==> src/include/rlsa_params.svh <==
// Offsets, field positions, reset values and counts of the lane sync monitor
`ifndef RLSA_PARAMS_SVH
`define RLSA_PARAMS_SVH
`define RLSA_OFS_CTRL     8'h00
`define RLSA_OFS_LOCK     8'h04
`define RLSA_OFS_FAIL     8'h08
`define RLSA_OFS_LEN      8'h0C
`define RLSA_OFS_REPEAT   8'h10
`define RLSA_OFS_ALIGN    8'h14
`define RLSA_OFS_DESC_EVT 8'h18
`define RLSA_OFS_SYNC_EVT 8'h1C
`define RLSA_OFS_FRAM_EVT 8'h20
`define RLSA_MF_LEN_RST   16'h0800
`define RLSA_ALIGN_BIT    0
`define RLSA_ALIGN_ERR_BIT 1
`define RLSA_HDR_DATA     2'h1
`define RLSA_HDR_CTRL     2'h2
`define RLSA_LOCK_GOOD    8'h40
`define RLSA_HUNT_TRIES   8'h10
`define RLSA_BAD_WIN      8'h40
`define RLSA_BAD_MAX      8'h10
`define RLSA_SYNC_BAD_MAX 3'h4
`define RLSA_SCR_BAD_MAX  3'h3
`define RLSA_DESKEW_WIN   8'h10
`define RLSA_ALIGN_TRIES  4'h8
`endif

==> src/include/rlsa_pkg.sv <==
// Types shared by the lane sync monitor
package rlsa_pkg;
  typedef enum logic [2:0] {
    RLSA_HUNT   = 3'h1,
    RLSA_WLOCK  = 3'h2,
    RLSA_SYNCED = 3'h4
  } rlsa_lane_e;
  typedef enum logic [2:0] {
    RLSA_A_WAIT    = 3'h1,
    RLSA_A_MEAS    = 3'h2,
    RLSA_A_ALIGNED = 3'h4
  } rlsa_align_e;
endpackage

==> src/rtl/rlsa_lane.sv <==
// One receive lane: word boundary lock, meta frame checks and lane faults
`timescale 1ns/1ns
`include "rlsa_params.svh"
module rlsa_lane
  import rlsa_pkg::*;
(
  input  wire logic        clock,
  input  wire logic        reset,
  input  wire logic [15:0] mf_len,
  input  wire logic        word_valid,
  input  wire logic [1:0]  hdr,
  input  wire logic        sync_word,
  input  wire logic        sync_ok,
  input  wire logic        scram_word,
  input  wire logic        scram_ok,
  output logic             lock,
  output logic             lock_fail,
  output logic             len_fault,
  output logic             repeat_fault,
  output logic             descram_fault,
  output logic             sync_fault,
  output logic             framing_fault,
  output logic             slip,
  output logic             sync_seen
);
  rlsa_lane_e  st_r, st_nxt;
  logic [7:0]  good_r, good_nxt, tries_r, tries_nxt, win_r, win_nxt, bad_r, bad_nxt;
  logic [17:0] mfc_r, mfc_nxt;
  logic [2:0]  sbad_r, sbad_nxt, cbad_r, cbad_nxt;
  logic        have_r, have_nxt;
  logic [2:0]  flg_r, flg_nxt;
  logic [4:0]  pls_r, pls_nxt;
  logic        hdr_ok;

  assign hdr_ok = (hdr == `RLSA_HDR_DATA) || (hdr == `RLSA_HDR_CTRL);

  always_comb
  begin
    st_nxt = st_r;
    good_nxt = good_r;
    tries_nxt = tries_r;
    win_nxt = win_r;
    bad_nxt = bad_r;
    mfc_nxt = mfc_r;
    sbad_nxt = sbad_r;
    cbad_nxt = cbad_r;
    have_nxt = have_r;
    flg_nxt = flg_r;
    pls_nxt = 5'h00;
    if (word_valid)
    begin
      unique case (st_r)
        RLSA_HUNT:
        begin
          if (!hdr_ok)
          begin
            good_nxt = 8'h00;
            pls_nxt[3] = 1'b1;
            tries_nxt = tries_r + 8'h01;
            if (tries_r == `RLSA_HUNT_TRIES - 8'h01)
            begin
              tries_nxt = 8'h00;
              flg_nxt = 3'h1;
            end
          end
          else if (good_r == `RLSA_LOCK_GOOD - 8'h01)
          begin
            // Fresh lock forgets every sticky lane fault
            st_nxt = RLSA_WLOCK;
            flg_nxt = 3'h0;
            {good_nxt, tries_nxt, win_nxt, bad_nxt} = 32'h0000_0000;
            {mfc_nxt, sbad_nxt, cbad_nxt, have_nxt} = 25'h0;
          end
          else
            good_nxt = good_r + 8'h01;
        end
        default:
        begin
          mfc_nxt = mfc_r + 18'h00001;
          win_nxt = win_r + 8'h01;
          if (win_r == `RLSA_BAD_WIN - 8'h01)
            {win_nxt, bad_nxt} = 16'h0000;
          if (!hdr_ok)
          begin
            pls_nxt[2] = 1'b1;
            bad_nxt = bad_r + 8'h01;
            if (bad_r == `RLSA_BAD_MAX - 8'h01)
            begin
              st_nxt = RLSA_HUNT;
              flg_nxt = 3'h1;
            end
          end
          else if (sync_word && sync_ok)
          begin
            mfc_nxt = 18'h00000;
            sbad_nxt = 3'h0;
            have_nxt = 1'b1;
            pls_nxt[4] = 1'b1;
            if (have_r && (mfc_r + 18'h00001 != {2'b00, mf_len}))
              flg_nxt = 3'h2;
            else if (have_r)
              st_nxt = RLSA_SYNCED;
          end
          else if (sync_word)
          begin
            mfc_nxt = 18'h00000;
            pls_nxt[1] = 1'b1;
            sbad_nxt = sbad_r + 3'h1;
            if (sbad_r == `RLSA_SYNC_BAD_MAX - 3'h1)
            begin
              st_nxt = RLSA_HUNT;
              flg_nxt = 3'h4;
            end
          end
          else if (scram_word && !scram_ok)
          begin
            pls_nxt[0] = 1'b1;
            cbad_nxt = cbad_r + 3'h1;
            if (cbad_r == `RLSA_SCR_BAD_MAX - 3'h1)
            begin
              st_nxt = RLSA_HUNT;
              flg_nxt = 3'h4;
            end
          end
          else if (!have_r && (mfc_r == {mf_len, 2'b00}))
          begin
            // No good sync word in four meta frames: the lock is false
            st_nxt = RLSA_HUNT;
            flg_nxt = 3'h1;
          end
          if (scram_word && scram_ok)
            cbad_nxt = 3'h0;
          if (st_nxt == RLSA_HUNT)
            {good_nxt, tries_nxt} = 16'h0000;
        end
      endcase
    end
  end

  always_ff @(posedge clock)
  begin
    if (reset)
    begin
      st_r <= RLSA_HUNT;
      {good_r, tries_r, win_r, bad_r} <= 32'h0000_0000;
      {mfc_r, sbad_r, cbad_r, have_r} <= 25'h0;
      flg_r <= 3'h0;
      pls_r <= 5'h00;
    end
    else
    begin
      st_r <= st_nxt;
      {good_r, tries_r, win_r, bad_r} <= {good_nxt, tries_nxt, win_nxt, bad_nxt};
      {mfc_r, sbad_r, cbad_r, have_r} <= {mfc_nxt, sbad_nxt, cbad_nxt, have_nxt};
      flg_r <= flg_nxt;
      pls_r <= pls_nxt;
    end
  end

  assign lock = (st_r == RLSA_SYNCED) && (flg_r == 3'h0);
  assign {repeat_fault, len_fault, lock_fail} = flg_r;
  assign {sync_seen, slip, framing_fault, sync_fault, descram_fault} = pls_r;

  a_lock_clean: assert property (@(posedge clock) disable iff (reset)
    lock |-> (st_r == RLSA_SYNCED) && !lock_fail && !len_fault && !repeat_fault)
    else $error("lane lock with a fault or without sync");
  a_fault_single: assert property (@(posedge clock) disable iff (reset)
    $onehot0(flg_r))
    else $error("lane faults not exclusive");
  a_lock_clears: assert property (@(posedge clock) disable iff (reset)
    $rose(st_r == RLSA_WLOCK) |-> flg_r == 3'h0)
    else $error("lane faults not cleared on word lock");
  a_sync_pulse: assert property (@(posedge clock) disable iff (reset)
    (word_valid && st_r != RLSA_HUNT && hdr_ok && sync_word && !sync_ok)
    |=> sync_fault ##1 (!sync_fault || $past(word_valid && sync_word)))
    else $error("invalid sync word not pulsed");
  a_repeat_sync: assert property (@(posedge clock) disable iff (reset)
    (word_valid && st_r != RLSA_HUNT && hdr_ok && sync_word && !sync_ok && sbad_r == 3'h3)
    |=> repeat_fault && st_r == RLSA_HUNT)
    else $error("fourth bad sync word missed");
  a_descram_lock: assert property (@(posedge clock) disable iff (reset)
    descram_fault |-> $past(st_r) != RLSA_HUNT && $past(scram_word && !scram_ok))
    else $error("descrambler fault outside lock");
endmodule // rlsa_lane

==> src/rtl/rlsa_top.sv <==
// Lane sync and alignment status monitor with an AHB-Lite register slave
`timescale 1ns/1ns
`include "rlsa_params.svh"
// Notes on behaviour
// - All status outputs change only on the rising clock edge.
// - Lane lock bit low while unlocked or any sticky fault flags that lane.
// - Lane lock high only after word lock and two good sync words at the configured spacing.
// - Lock failure raised when no word boundary is found from framing bits.
// - Lock failure raised on framing bit errors after word lock.
// - Lock failure raised when no good sync word ever follows word lock.
// - Sticky lane faults hold until new word lock or another lane fault.
// - Frame length fault when sync words arrive off the configured spacing.
// - Repeat fault after four invalid sync words in a row.
// - Repeat fault after three invalid scrambler state words in a row.
// - One-cycle descrambler fault per bad scrambler word, only when locked.
// - One-cycle sync word fault per invalid sync word, only when locked.
// - Aligned flag only when all lanes are deskewed and ready.
// - Alignment fault after several failed alignment attempts.
// - Alignment fault when the aligned flag drops.
// - One-cycle framing fault per illegal framing pattern after word lock.
// - Framing fault while aligned counts as a CRC24-class error.
// - A CRC24-class error marks every open receive packet as errored.
module rlsa_top
  import rlsa_pkg::*;
#(
  parameter int LANES = 4
)
(
  input  wire logic              clock,
  input  wire logic              reset,
  input  wire logic              hsel,
  input  wire logic [31:0]       haddr,
  input  wire logic [1:0]        htrans,
  input  wire logic              hwrite,
  input  wire logic [2:0]        hsize,
  input  wire logic [31:0]       hwdata,
  input  wire logic              hready,
  output logic                   hreadyout,
  output logic                   hresp,
  output logic [31:0]            hrdata,
  input  wire logic [LANES-1:0]  word_valid,
  input  wire logic [2*LANES-1:0] word_hdr,
  input  wire logic [LANES-1:0]  sync_word,
  input  wire logic [LANES-1:0]  sync_ok,
  input  wire logic [LANES-1:0]  scram_word,
  input  wire logic [LANES-1:0]  scram_ok,
  input  wire logic              crc24_err,
  output logic [LANES-1:0]       lane_lock,
  output logic [LANES-1:0]       lane_lock_fail,
  output logic [LANES-1:0]       lane_frame_len_fault,
  output logic [LANES-1:0]       lane_repeat_fault,
  output logic [LANES-1:0]       lane_descram_fault,
  output logic [LANES-1:0]       lane_sync_word_fault,
  output logic [LANES-1:0]       lane_framing_fault,
  output logic [LANES-1:0]       lane_slip,
  output logic                   rx_aligned,
  output logic                   rx_align_fault,
  output logic                   open_pkt_err
);
  logic [15:0]      mf_len_r, mf_len_nxt;
  logic [LANES-1:0] sync_seen;
  logic             all_lock;

  // Lanes
  genvar g;
  generate
    for (g = 0; g < LANES; g = g + 1)
    begin : g_lane
      rlsa_lane u_lane (
        .clock         (clock),
        .reset         (reset),
        .mf_len        (mf_len_r),
        .word_valid    (word_valid[g]),
        .hdr           (word_hdr[2*g+1:2*g]),
        .sync_word     (sync_word[g]),
        .sync_ok       (sync_ok[g]),
        .scram_word    (scram_word[g]),
        .scram_ok      (scram_ok[g]),
        .lock          (lane_lock[g]),
        .lock_fail     (lane_lock_fail[g]),
        .len_fault     (lane_frame_len_fault[g]),
        .repeat_fault  (lane_repeat_fault[g]),
        .descram_fault (lane_descram_fault[g]),
        .sync_fault    (lane_sync_word_fault[g]),
        .framing_fault (lane_framing_fault[g]),
        .slip          (lane_slip[g]),
        .sync_seen     (sync_seen[g])
      );
    end
  endgenerate

  assign all_lock = &lane_lock;

  // Alignment: all lanes must see their sync word within one deskew window
  rlsa_align_e      ast_r, ast_nxt;
  logic [LANES-1:0] acc_r, acc_nxt;
  logic [7:0]       wcnt_r, wcnt_nxt;
  logic [3:0]       try_r, try_nxt;
  logic             aerr_r, aerr_nxt;

  always_comb
  begin
    ast_nxt = ast_r;
    acc_nxt = acc_r | sync_seen;
    wcnt_nxt = wcnt_r + 8'h01;
    try_nxt = try_r;
    aerr_nxt = aerr_r;
    unique case (ast_r)
      RLSA_A_WAIT:
      begin
        acc_nxt = sync_seen;
        wcnt_nxt = 8'h00;
        if (all_lock && (|sync_seen))
          ast_nxt = RLSA_A_MEAS;
      end
      RLSA_A_MEAS:
      begin
        if (!all_lock)
          ast_nxt = RLSA_A_WAIT;
        else if (&acc_nxt)
        begin
          ast_nxt = RLSA_A_ALIGNED;
          try_nxt = 4'h0;
          aerr_nxt = 1'b0;
        end
        else if (wcnt_r == `RLSA_DESKEW_WIN - 8'h01)
        begin
          ast_nxt = RLSA_A_WAIT;
          try_nxt = try_r + 4'h1;
          if (try_r == `RLSA_ALIGN_TRIES - 4'h1)
          begin
            try_nxt = 4'h0;
            aerr_nxt = 1'b1;
          end
        end
      end
      RLSA_A_ALIGNED:
      begin
        if (!all_lock)
        begin
          ast_nxt = RLSA_A_WAIT;
          aerr_nxt = 1'b1;
        end
      end
    endcase
  end

  always_ff @(posedge clock)
  begin
    if (reset)
    begin
      ast_r <= RLSA_A_WAIT;
      acc_r <= '0;
      wcnt_r <= 8'h00;
      try_r <= 4'h0;
      aerr_r <= 1'b0;
    end
    else
    begin
      ast_r <= ast_nxt;
      acc_r <= acc_nxt;
      wcnt_r <= wcnt_nxt;
      try_r <= try_nxt;
      aerr_r <= aerr_nxt;
    end
  end

  assign rx_aligned = (ast_r == RLSA_A_ALIGNED);
  assign rx_align_fault = aerr_r;

  // Packet error marking; framing slips before alignment carry no packets
  logic pkt_err_r, pkt_err_nxt;
  assign pkt_err_nxt = crc24_err || (rx_aligned && (|lane_framing_fault));
  always_ff @(posedge clock)
  begin
    if (reset)
      pkt_err_r <= 1'b0;
    else
      pkt_err_r <= pkt_err_nxt;
  end
  assign open_pkt_err = pkt_err_r;

  // AHB-Lite slave, zero wait states, word access only
  logic             wr_r, wr_nxt;
  logic [7:0]       wad_r, wad_nxt;
  logic [31:0]      rd_r, rd_nxt;
  logic [LANES-1:0] desc_evt_r, desc_evt_nxt;
  logic [LANES-1:0] sync_evt_r, sync_evt_nxt;
  logic [LANES-1:0] fram_evt_r, fram_evt_nxt;
  logic             req;

  // Sub-word accesses are ignored: a write is dropped and a read returns zero
  assign req = hsel && hready && htrans[1] && (hsize == 3'h2);

  always_comb
  begin
    wr_nxt = req && hwrite;
    wad_nxt = haddr[7:0];
    mf_len_nxt = mf_len_r;
    if (wr_r && (wad_r == `RLSA_OFS_CTRL))
      mf_len_nxt = hwdata[15:0];
    // Write-one-to-clear; a new event in the same cycle wins
    desc_evt_nxt = desc_evt_r;
    sync_evt_nxt = sync_evt_r;
    fram_evt_nxt = fram_evt_r;
    if (wr_r && (wad_r == `RLSA_OFS_DESC_EVT))
      desc_evt_nxt = desc_evt_r & ~hwdata[LANES-1:0];
    if (wr_r && (wad_r == `RLSA_OFS_SYNC_EVT))
      sync_evt_nxt = sync_evt_r & ~hwdata[LANES-1:0];
    if (wr_r && (wad_r == `RLSA_OFS_FRAM_EVT))
      fram_evt_nxt = fram_evt_r & ~hwdata[LANES-1:0];
    desc_evt_nxt = desc_evt_nxt | lane_descram_fault;
    sync_evt_nxt = sync_evt_nxt | lane_sync_word_fault;
    fram_evt_nxt = fram_evt_nxt | lane_framing_fault;
    rd_nxt = 32'h0000_0000;
    if (req && !hwrite)
    begin
      unique case (haddr[7:0])
        `RLSA_OFS_CTRL:     rd_nxt[15:0] = mf_len_nxt;
        `RLSA_OFS_LOCK:     rd_nxt[LANES-1:0] = lane_lock;
        `RLSA_OFS_FAIL:     rd_nxt[LANES-1:0] = lane_lock_fail;
        `RLSA_OFS_LEN:      rd_nxt[LANES-1:0] = lane_frame_len_fault;
        `RLSA_OFS_REPEAT:   rd_nxt[LANES-1:0] = lane_repeat_fault;
        `RLSA_OFS_ALIGN:
        begin
          rd_nxt[`RLSA_ALIGN_BIT] = rx_aligned;
          rd_nxt[`RLSA_ALIGN_ERR_BIT] = rx_align_fault;
        end
        `RLSA_OFS_DESC_EVT: rd_nxt[LANES-1:0] = desc_evt_nxt;
        `RLSA_OFS_SYNC_EVT: rd_nxt[LANES-1:0] = sync_evt_nxt;
        `RLSA_OFS_FRAM_EVT: rd_nxt[LANES-1:0] = fram_evt_nxt;
        default:            rd_nxt = 32'h0000_0000;
      endcase
    end
  end

  always_ff @(posedge clock)
  begin
    if (reset)
    begin
      wr_r <= 1'b0;
      wad_r <= 8'h00;
      rd_r <= 32'h0000_0000;
      mf_len_r <= `RLSA_MF_LEN_RST;
      desc_evt_r <= '0;
      sync_evt_r <= '0;
      fram_evt_r <= '0;
    end
    else
    begin
      wr_r <= wr_nxt;
      wad_r <= wad_nxt;
      rd_r <= rd_nxt;
      mf_len_r <= mf_len_nxt;
      desc_evt_r <= desc_evt_nxt;
      sync_evt_r <= sync_evt_nxt;
      fram_evt_r <= fram_evt_nxt;
    end
  end

  // Read data is registered one cycle after the address, so no wait state is needed
  assign hreadyout = 1'b1;
  assign hresp = 1'b0;
  assign hrdata = rd_r;

  a_aligned_rise: assert property (@(posedge clock) disable iff (reset)
    $rose(rx_aligned) |-> $past(all_lock) && $past(ast_r == RLSA_A_MEAS))
    else $error("aligned without all lanes locked");
  a_align_lost: assert property (@(posedge clock) disable iff (reset)
    (rx_aligned && !all_lock) |=> !rx_aligned && rx_align_fault)
    else $error("alignment loss not flagged");
  a_align_tries: assert property (@(posedge clock) disable iff (reset)
    ($rose(rx_align_fault) && !$past(rx_aligned))
    |-> $past(try_r) == `RLSA_ALIGN_TRIES - 4'h1 && $past(wcnt_r) == `RLSA_DESKEW_WIN - 8'h01)
    else $error("alignment fault without exhausted attempts");
  a_framing_crc: assert property (@(posedge clock) disable iff (reset)
    (rx_aligned && (|lane_framing_fault)) |=> open_pkt_err)
    else $error("framing fault while aligned not marked");
  a_pkt_err_src: assert property (@(posedge clock) disable iff (reset)
    open_pkt_err |-> $past(crc24_err) || $past(rx_aligned && (|lane_framing_fault)))
    else $error("packet error without a cause");
  a_reset_clear: assert property (@(posedge clock) disable iff (reset)
    $fell(reset) |-> (lane_lock == '0) && !rx_aligned && !rx_align_fault && !open_pkt_err
      && (lane_lock_fail == '0) && (lane_repeat_fault == '0) && (hrdata == 32'h0000_0000))
    else $error("status not clear after reset");
  a_len_write: assert property (@(posedge clock) disable iff (reset)
    (wr_r && wad_r == `RLSA_OFS_CTRL) |=> mf_len_r == $past(hwdata[15:0]))
    else $error("meta frame length write lost");
  a_evt_sticky: assert property (@(posedge clock) disable iff (reset)
    (|lane_descram_fault)
    |=> ((desc_evt_r & $past(lane_descram_fault)) == $past(lane_descram_fault)))
    else $error("descrambler event not captured");
endmodule // rlsa_top

==> config.mk <==
export PLATFORM = sky130hd
export DESIGN_NAME = rlsa_top
export DESIGN_NICKNAME = d
export VERILOG_FILES = /design/src/include/rlsa_pkg.sv /design/src/rtl/rlsa_lane.sv /design/src/rtl/rlsa_top.sv
export VERILOG_INCLUDE_DIRS = /design/src /design/src/include
export SDC_FILE = /design/constraint.sdc
export NUM_CORES = 1
export LEC_CHECK = 0
export BUFFER_PORTS_ARGS = -buffer_cell sky130_fd_sc_hd__buf_4
export CELL_PAD_IN_SITES_DETAIL_PLACEMENT = 0
export CELL_PAD_IN_SITES_GLOBAL_PLACEMENT = 1
export CORE_ASPECT_RATIO = 1.4
export CORE_MARGIN = 2
export CORE_UTILIZATION = 45
export DETAILED_ROUTE_END_ITERATION = 16
export PLACE_DENSITY_LB_ADDON = 0.1
export RECOVER_POWER = 100
export SETUP_SLACK_MARGIN = 0.5
export SYNTH_ARGS = -nofsm -noshare
export SYNTH_HDL_FRONTEND = slang
export SYNTH_SLANG_ARGS = --single-unit
export TNS_END_PERCENT = 1
==> constraint.sdc <==
create_clock -name clock -period 3.8 [get_ports clock]
set_input_delay 0.57 -clock clock [delete_from_list [all_inputs] [get_ports clock]]
set_output_delay 0.57 -clock clock [all_outputs]
set_load 0.02 [all_outputs]
---- After elaboration in Yosys (flattened, before gate mapping) ----
Cells that the tools add are included.
storage, ports and cells
  register bits after elaboration ......... 362
  bits of input ports ..................... 103
cells by class
  add/sub/neg operators ................... 30
  equal/unequal tests ..................... 119
  muxes and demuxes ....................... 294
  bitwise operators ....................... 22
  reductions and logical operators ........ 143
operators with widths
  operator                 count
  $mux W3                  161
  $mux W8                  56
  $mux W18                 24
  $add A8 B1 Y8 const B    17
  $eq A8 B4 Y1 const B     11
  $eq A8 B6 Y1 const B     10
  $add A18 B1 Y18 const B  4
  $eq A18 B18 Y1           4
  $ne A18 B16 Y1           4
  $reduce_and A4 Y1        14
  $eq A8 B5 Y1 const B     6
  $ne A6 B6 Y1 const B     8
  $ne A3 B3 Y1 const B     14
  $mux W1                  41
  $reduce_bool A3 Y1       12
  $logic_and A1 B1 Y1      35
  $reduce_and A8 Y1        4
  $eq A3 B2 Y1 const B     10
  $mux W4                  7
  $reduce_and A7 Y1        4
  $reduce_bool A2 Y1       14
  $eq A3 B1 Y1 const B     9
  $reduce_and A3 Y1        9
  $reduce_or A3 Y1         9
  32 further kinds         121

---- Depth between registers and ports, before layout ----
  depth after elaboration ................. 12
  gate-level depth with buffers ........... 11

---- By module ----
A second synthesis with hierarchy kept.
unflattened totals
  cells, all modules ...................... 2550
  area, all modules ....................... 20153.1 µm²
modules (own cells, without submodules)
  module                             times used  cells an instance  area each (µm²)  sequential area each (µm²)
  rlsa_lane at g_lane[0].u_lane ...  2           561                4294.1           1361.3
  rlsa_lane at g_lane[3].u_lane      1           540                4162.7           1361.3
  rlsa_lane at g_lane[1].u_lane      1           532                4154.0           1361.3
  rlsa_top                           1           356                3248.1           1481.4

---- Least setup slack after synthesis ----
No wires, ideal clock.
  path kind ............................... reg2reg
  start point ............................. reg g_lane[3].u_lane.mfc_r[0]
  end point ............................... reg g_lane[3].u_lane.flg_r[2]
  setup time .............................. 128 ps
  arrival time ............................ 2537 ps
  slack ................................... 1135 ps
  stages on the path, launching flop included .. 10
  path through ............................ dfxtp_1 > ha_1 > clkbuf_1 > nand3_1 > nor4_1 > mux2i_1 > nor4b_1 > o21ai_2 > mux2i_1 > nor2_1
on the way
  word-level cells in the longest chain between the ends .. 5
  elaborated cells on any way between the ends .. 8
  classes of those cells .................. 1 x add/sub; 4 x eq/ne; 3 x reduce/logical
ends and longest elaborated chain
  element                                 RTL line          RTL
  from (decl)                             rlsa_lane.sv:28   logic [17:0] mfc_r, mfc_nxt;
  from (signal assigned)                  rlsa_lane.sv:154  {mfc_r, sbad_r, cbad_r, have_r} <= {mfc_nxt, sbad_nxt, cbad_nxt, have_nxt};
  $add A18 B1 Y18                         rlsa_lane.sv:99   if (have_r && (mfc_r + 18'h00001 != {2'b00, mf_len}))
  $ne A18 B16 Y1                          rlsa_lane.sv:99
  $logic_and A1 B1 Y1                     rlsa_lane.sv:99
  $ne A4 B4 Y1 (no source line)           --
  $reduce_and A8 Y1 (no source line) (*)  --
  to (signal assigned)                    rlsa_lane.sv:155  flg_r <= flg_nxt;
  to (decl)                               rlsa_lane.sv:31   logic [2:0] flg_r, flg_nxt;
Mark *: on every way between the ends. The rest lies on a longest branch, timed or not.
A chain may end at the register's enable or synchronous reset.

---- Worst setup path after layout ----
  start point ............................. reg mf_len_r[7]
  end point ............................... reg g_lane[1].u_lane.tries_r[5]
on the way
  word-level cells in the longest chain between the ends .. 12
  elaborated cells on any way between the ends .. 15
  classes of those cells .................. 3 x eq/ne; 8 x mux; 4 x reduce/logical
ends and longest elaborated chain
  element                                  RTL line          RTL
  from (decl)                              rlsa_top.sv:60    logic [15:0] mf_len_r, mf_len_nxt;
  from (signal assigned)                   rlsa_top.sv:244   mf_len_r <= `RLSA_MF_LEN_RST;
  from (signal assigned)                   rlsa_top.sv:254   mf_len_r <= mf_len_nxt;
  $eq A18 B18 Y1                           rlsa_lane.sv:125  else if (!have_r && (mfc_r == {mf_len, 2'b00}))
  $logic_and A1 B1 Y1                      rlsa_lane.sv:125
  $mux W3                                  rlsa_lane.sv:125
  $mux W3                                  rlsa_lane.sv:115  else if (scram_word && !scram_ok)
  $mux W3                                  rlsa_lane.sv:104  else if (sync_word)
  $mux W3 (*)                              rlsa_lane.sv:93   else if (sync_word && sync_ok)
  $mux W3 (*)                              rlsa_lane.sv:83   if (!hdr_ok)
  $mux W3 (*)                              rlsa_lane.sv:52   unique case (st_r)
  $mux W3 (*)                              rlsa_lane.sv:50   if (word_valid)
  $eq A3 B1 Y1 (*)                         rlsa_lane.sv:133  if (st_nxt == RLSA_HUNT)
  $reduce_bool A2 Y1 (no source line) (*)  --
  $reduce_and A3 Y1 (no source line) (*)   --
  to (signal assigned)                     rlsa_lane.sv:153  {good_r, tries_r, win_r, bad_r} <= {good_nxt, tries_nxt, win_nxt, bad_nxt};
  to (decl)                                rlsa_lane.sv:27   logic [7:0] good_r, good_nxt, tries_r, tries_nxt, win_r, win_nxt, bad_r, bad_nxt;
Mark *: on every way between the ends. The rest lies on a longest branch, timed or not. The select of a mux whose other input is x is not followed.

==> metrics <==
outcome finished, violations left; failing checks capacitance limit, slew limit; Max IR drop VDD 0.341 mV; Max-cap violations 5; compound-cell area share of the yosys netlist 16.6%; Clock Path Buffers 3; Reg2Reg Setup Slack 0.34 ns; Crit Path Class reg2reg; grt met1 use 30.6%; final net count 2767; Synth area leader dfxtp_1; Worst Skew 0.0132 ns; Leak Pwr 8.14 nW; Routed Wire Length 60200 um; number of routed nets with antenna violations 0; post-synthesis sequential area ratio 34.3%; fin crit share 91.0%; Slew HR -70.5%; vias per cell 5.87; 1st-pass router iterations 9; CTS tree built; FMAX 289 MHz; register area 6930 um2; commonest non-fill, non-tap cell in the layout dfxtp_1; Setup violations, final 0; RSZ-0062 raised after global routing yes; worst-path fanout max 12; simple logic cell fraction of the synthesized area 28.8%; Post-Synthesis Cells 2607; Filler cells 4433; mux share of post-synthesis cell area 2.19%; largest net degree at the start of global routing 96; xor/xnor cell area share of the yosys netlist 9.27%; drt drc 0; YS warnings 0; layout cells sized above 1 7.54%; Post-Syn Area 20200 um2; first-pass GRT wire length 95800 um; Post-synth EDFFs 0; ANT cells 0; Synth Area in Adders 2.60%; core area 44200 um2; per-cell routed wire length 18.8 um; GPL Wtd Cong 0.936; Ports 172; asr flop ratio synth 0%; row cnt 91; CP Data Arrival Time 3.89 ns; Hold Vio Cnt, Final 0; Global Route met2 Usage 45.8%; global-route congestion overflow total 0; synthesized area per cell 7.75 um2; power density cells 381 nW/um2; clock buffer count from CTS 38; Min Clock Period, post-route 3.46 ns; CTS clk-pin slew, worst paths 0.06 ns; post-CTS setup buffer count 0; vias 18.8k; Final Hold Slack 0.242 ns; vias in the first global route 18.0k; TNS Setup 0 ns; Min-Delay Path Class in2reg; I/O Buffers 112; most frequent cells in the layout dfxtp_1, nor2_1, a21oi_1, nand2_1, o21ai_0; Hold Path Stages 3; largest family of logic cells by synthesized area simple AND/OR/NAND/NOR gates; root buffer cell clkbuf_16; CP Capture Type register; die width 183 um; Multi-input gate area 12000 um2; top area cells in the synthesized netlist dfxtp_1, nor2_1, a21oi_1; H-Tree Depth 2; Sink Count 346; GRT Resource Usage Total 25.4%; post-synth top area share 34.3%; CTS Hold Buffers Added 0; Die H 255 um; clock latency on the worst-skew pair 0.54 ns; Least-Margin Pin Slew 2.56 ns; #FFs+latches synth 346; GRT Max-Usage Layer met2; full die area 46600 um2; distinct cell type count after synthesis 91; area added between synthesis and finish 9.71%; CP Data Required Time 4.23 ns; post-detail-place hpwl 43700 um; worst reg-to-reg path cell count 8; crit start category register; Starting Density 45.7%; Final Max Tran Viols 276; antenna violations before repair 0; ys flop type dfxtp_1; First DRT Iteration DRCs 1138; routing usage on met3 2.91%
timing repair:
action	CTS	global route
setup endpoints to repair	3	28
resized for setup	1	1
gates cloned	0	0
stage by stage:
stage                     total power (W)  util (%)  instances  instance area, um2  worst slack [ns]
after detailed placement          0.00474      47.9       3140               21200             0.485
after global routing              0.00879      50.2       3209               22200             0.133
after global placement            0.00474      47.9       3140               21200             0.473
after floorplan                   0.00442         -       2623               20300              1.14
final                             0.00844      50.2       3209               22200             0.343
after CTS                         0.00858      50.8       3209               22500             0.543
critical path: stages (launching register included):
cell and delay, ns:
dfxtp_1 0.87, xor2_1 0.14, nor4_1 0.32, nand3_1 0.20, o21a_1 0.27, nor2b_1 0.21
o31ai_1 0.89, o31ai_1 0.20, a21o_1 0.25
state kept, by name, summed over array words and instances (netlist names), 12 cells and up:
name                   flops
g_lane.u_lane.flg_r       12
g_lane.u_lane.cbad_r      12
g_lane.u_lane.good_r      32
g_lane.u_lane.mfc_r       72
g_lane.u_lane.tries_r     32
mf_len_r                  16
g_lane.u_lane.pls_r       20
g_lane.u_lane.bad_r       32
g_lane.u_lane.sbad_r      12
g_lane.u_lane.st_r        12
hrdata                    16
g_lane.u_lane.win_r       32
Yosys cell counts, drive strengths merged, types with 16 or more instances:
library cell / n
nor2b: 40
nand4: 72
nor2: 335
and2: 16
nand3: 110
or4: 24
nand2: 216
nor4: 44
and3: 55
xor2: 103
nor3: 84
a31oi: 32
clkbuf: 103
a21oi: 220
ha: 42
nand2b: 19
dfxtp: 346
mux2i: 42
o21ai: 158
buf: 108
xnor2: 103
inv: 50
or3: 45
path summary, 6_finish.rpt:
check / startpoint / to
hold reg to reg: wcnt_r[0] / wcnt_r[0]
setup reg to reg: mf_len_r[7] / g_lane[1].u_lane.tries_r[5]
setup / recovery: mf_len_r[7] / g_lane[1].u_lane.tries_r[5]
hold / removal: crc24_err / open_pkt_err
report_power, final:
group	leakage [nW]	total (W)	switching [W]	internal, W
Sequential	2.79	0.00374	0.0000555	0.00368
Combinational	4.71	0.000909	0.000627	0.000282
Clock	0.634	0.00380	0.00154	0.00225
per-layer routing:
| layer | vias to the layer above | part of all wire [%] |
|---|---|---|
| met5 | - | 0 |
| met2 | 488 | 50 |
| met1 | 8972 | 42 |
| li1 | 9262 | - |
| met4 | 0 | 3.9 |
| met3 | 115 | 4.8 |
cell type report:
type                       count  share of cell area, %
timing repair buffer         170                   4.64
tap                          558                   3.15
multi-input combinational   2016                   54.3
clock buffer                  62                   5.48
inverter                      50                  0.847
sequential                   346                   31.3
clock inverter                 7                  0.288
logic make-up after synthesis:
logic type      Yosys count
mux                      44
flops                   346
buf+inv                 261
fa+ha+maj                42
compound gates          559
other cells               2
simple gates           1144
xor+xnor                209
Power figures use the tool's default switching activity.
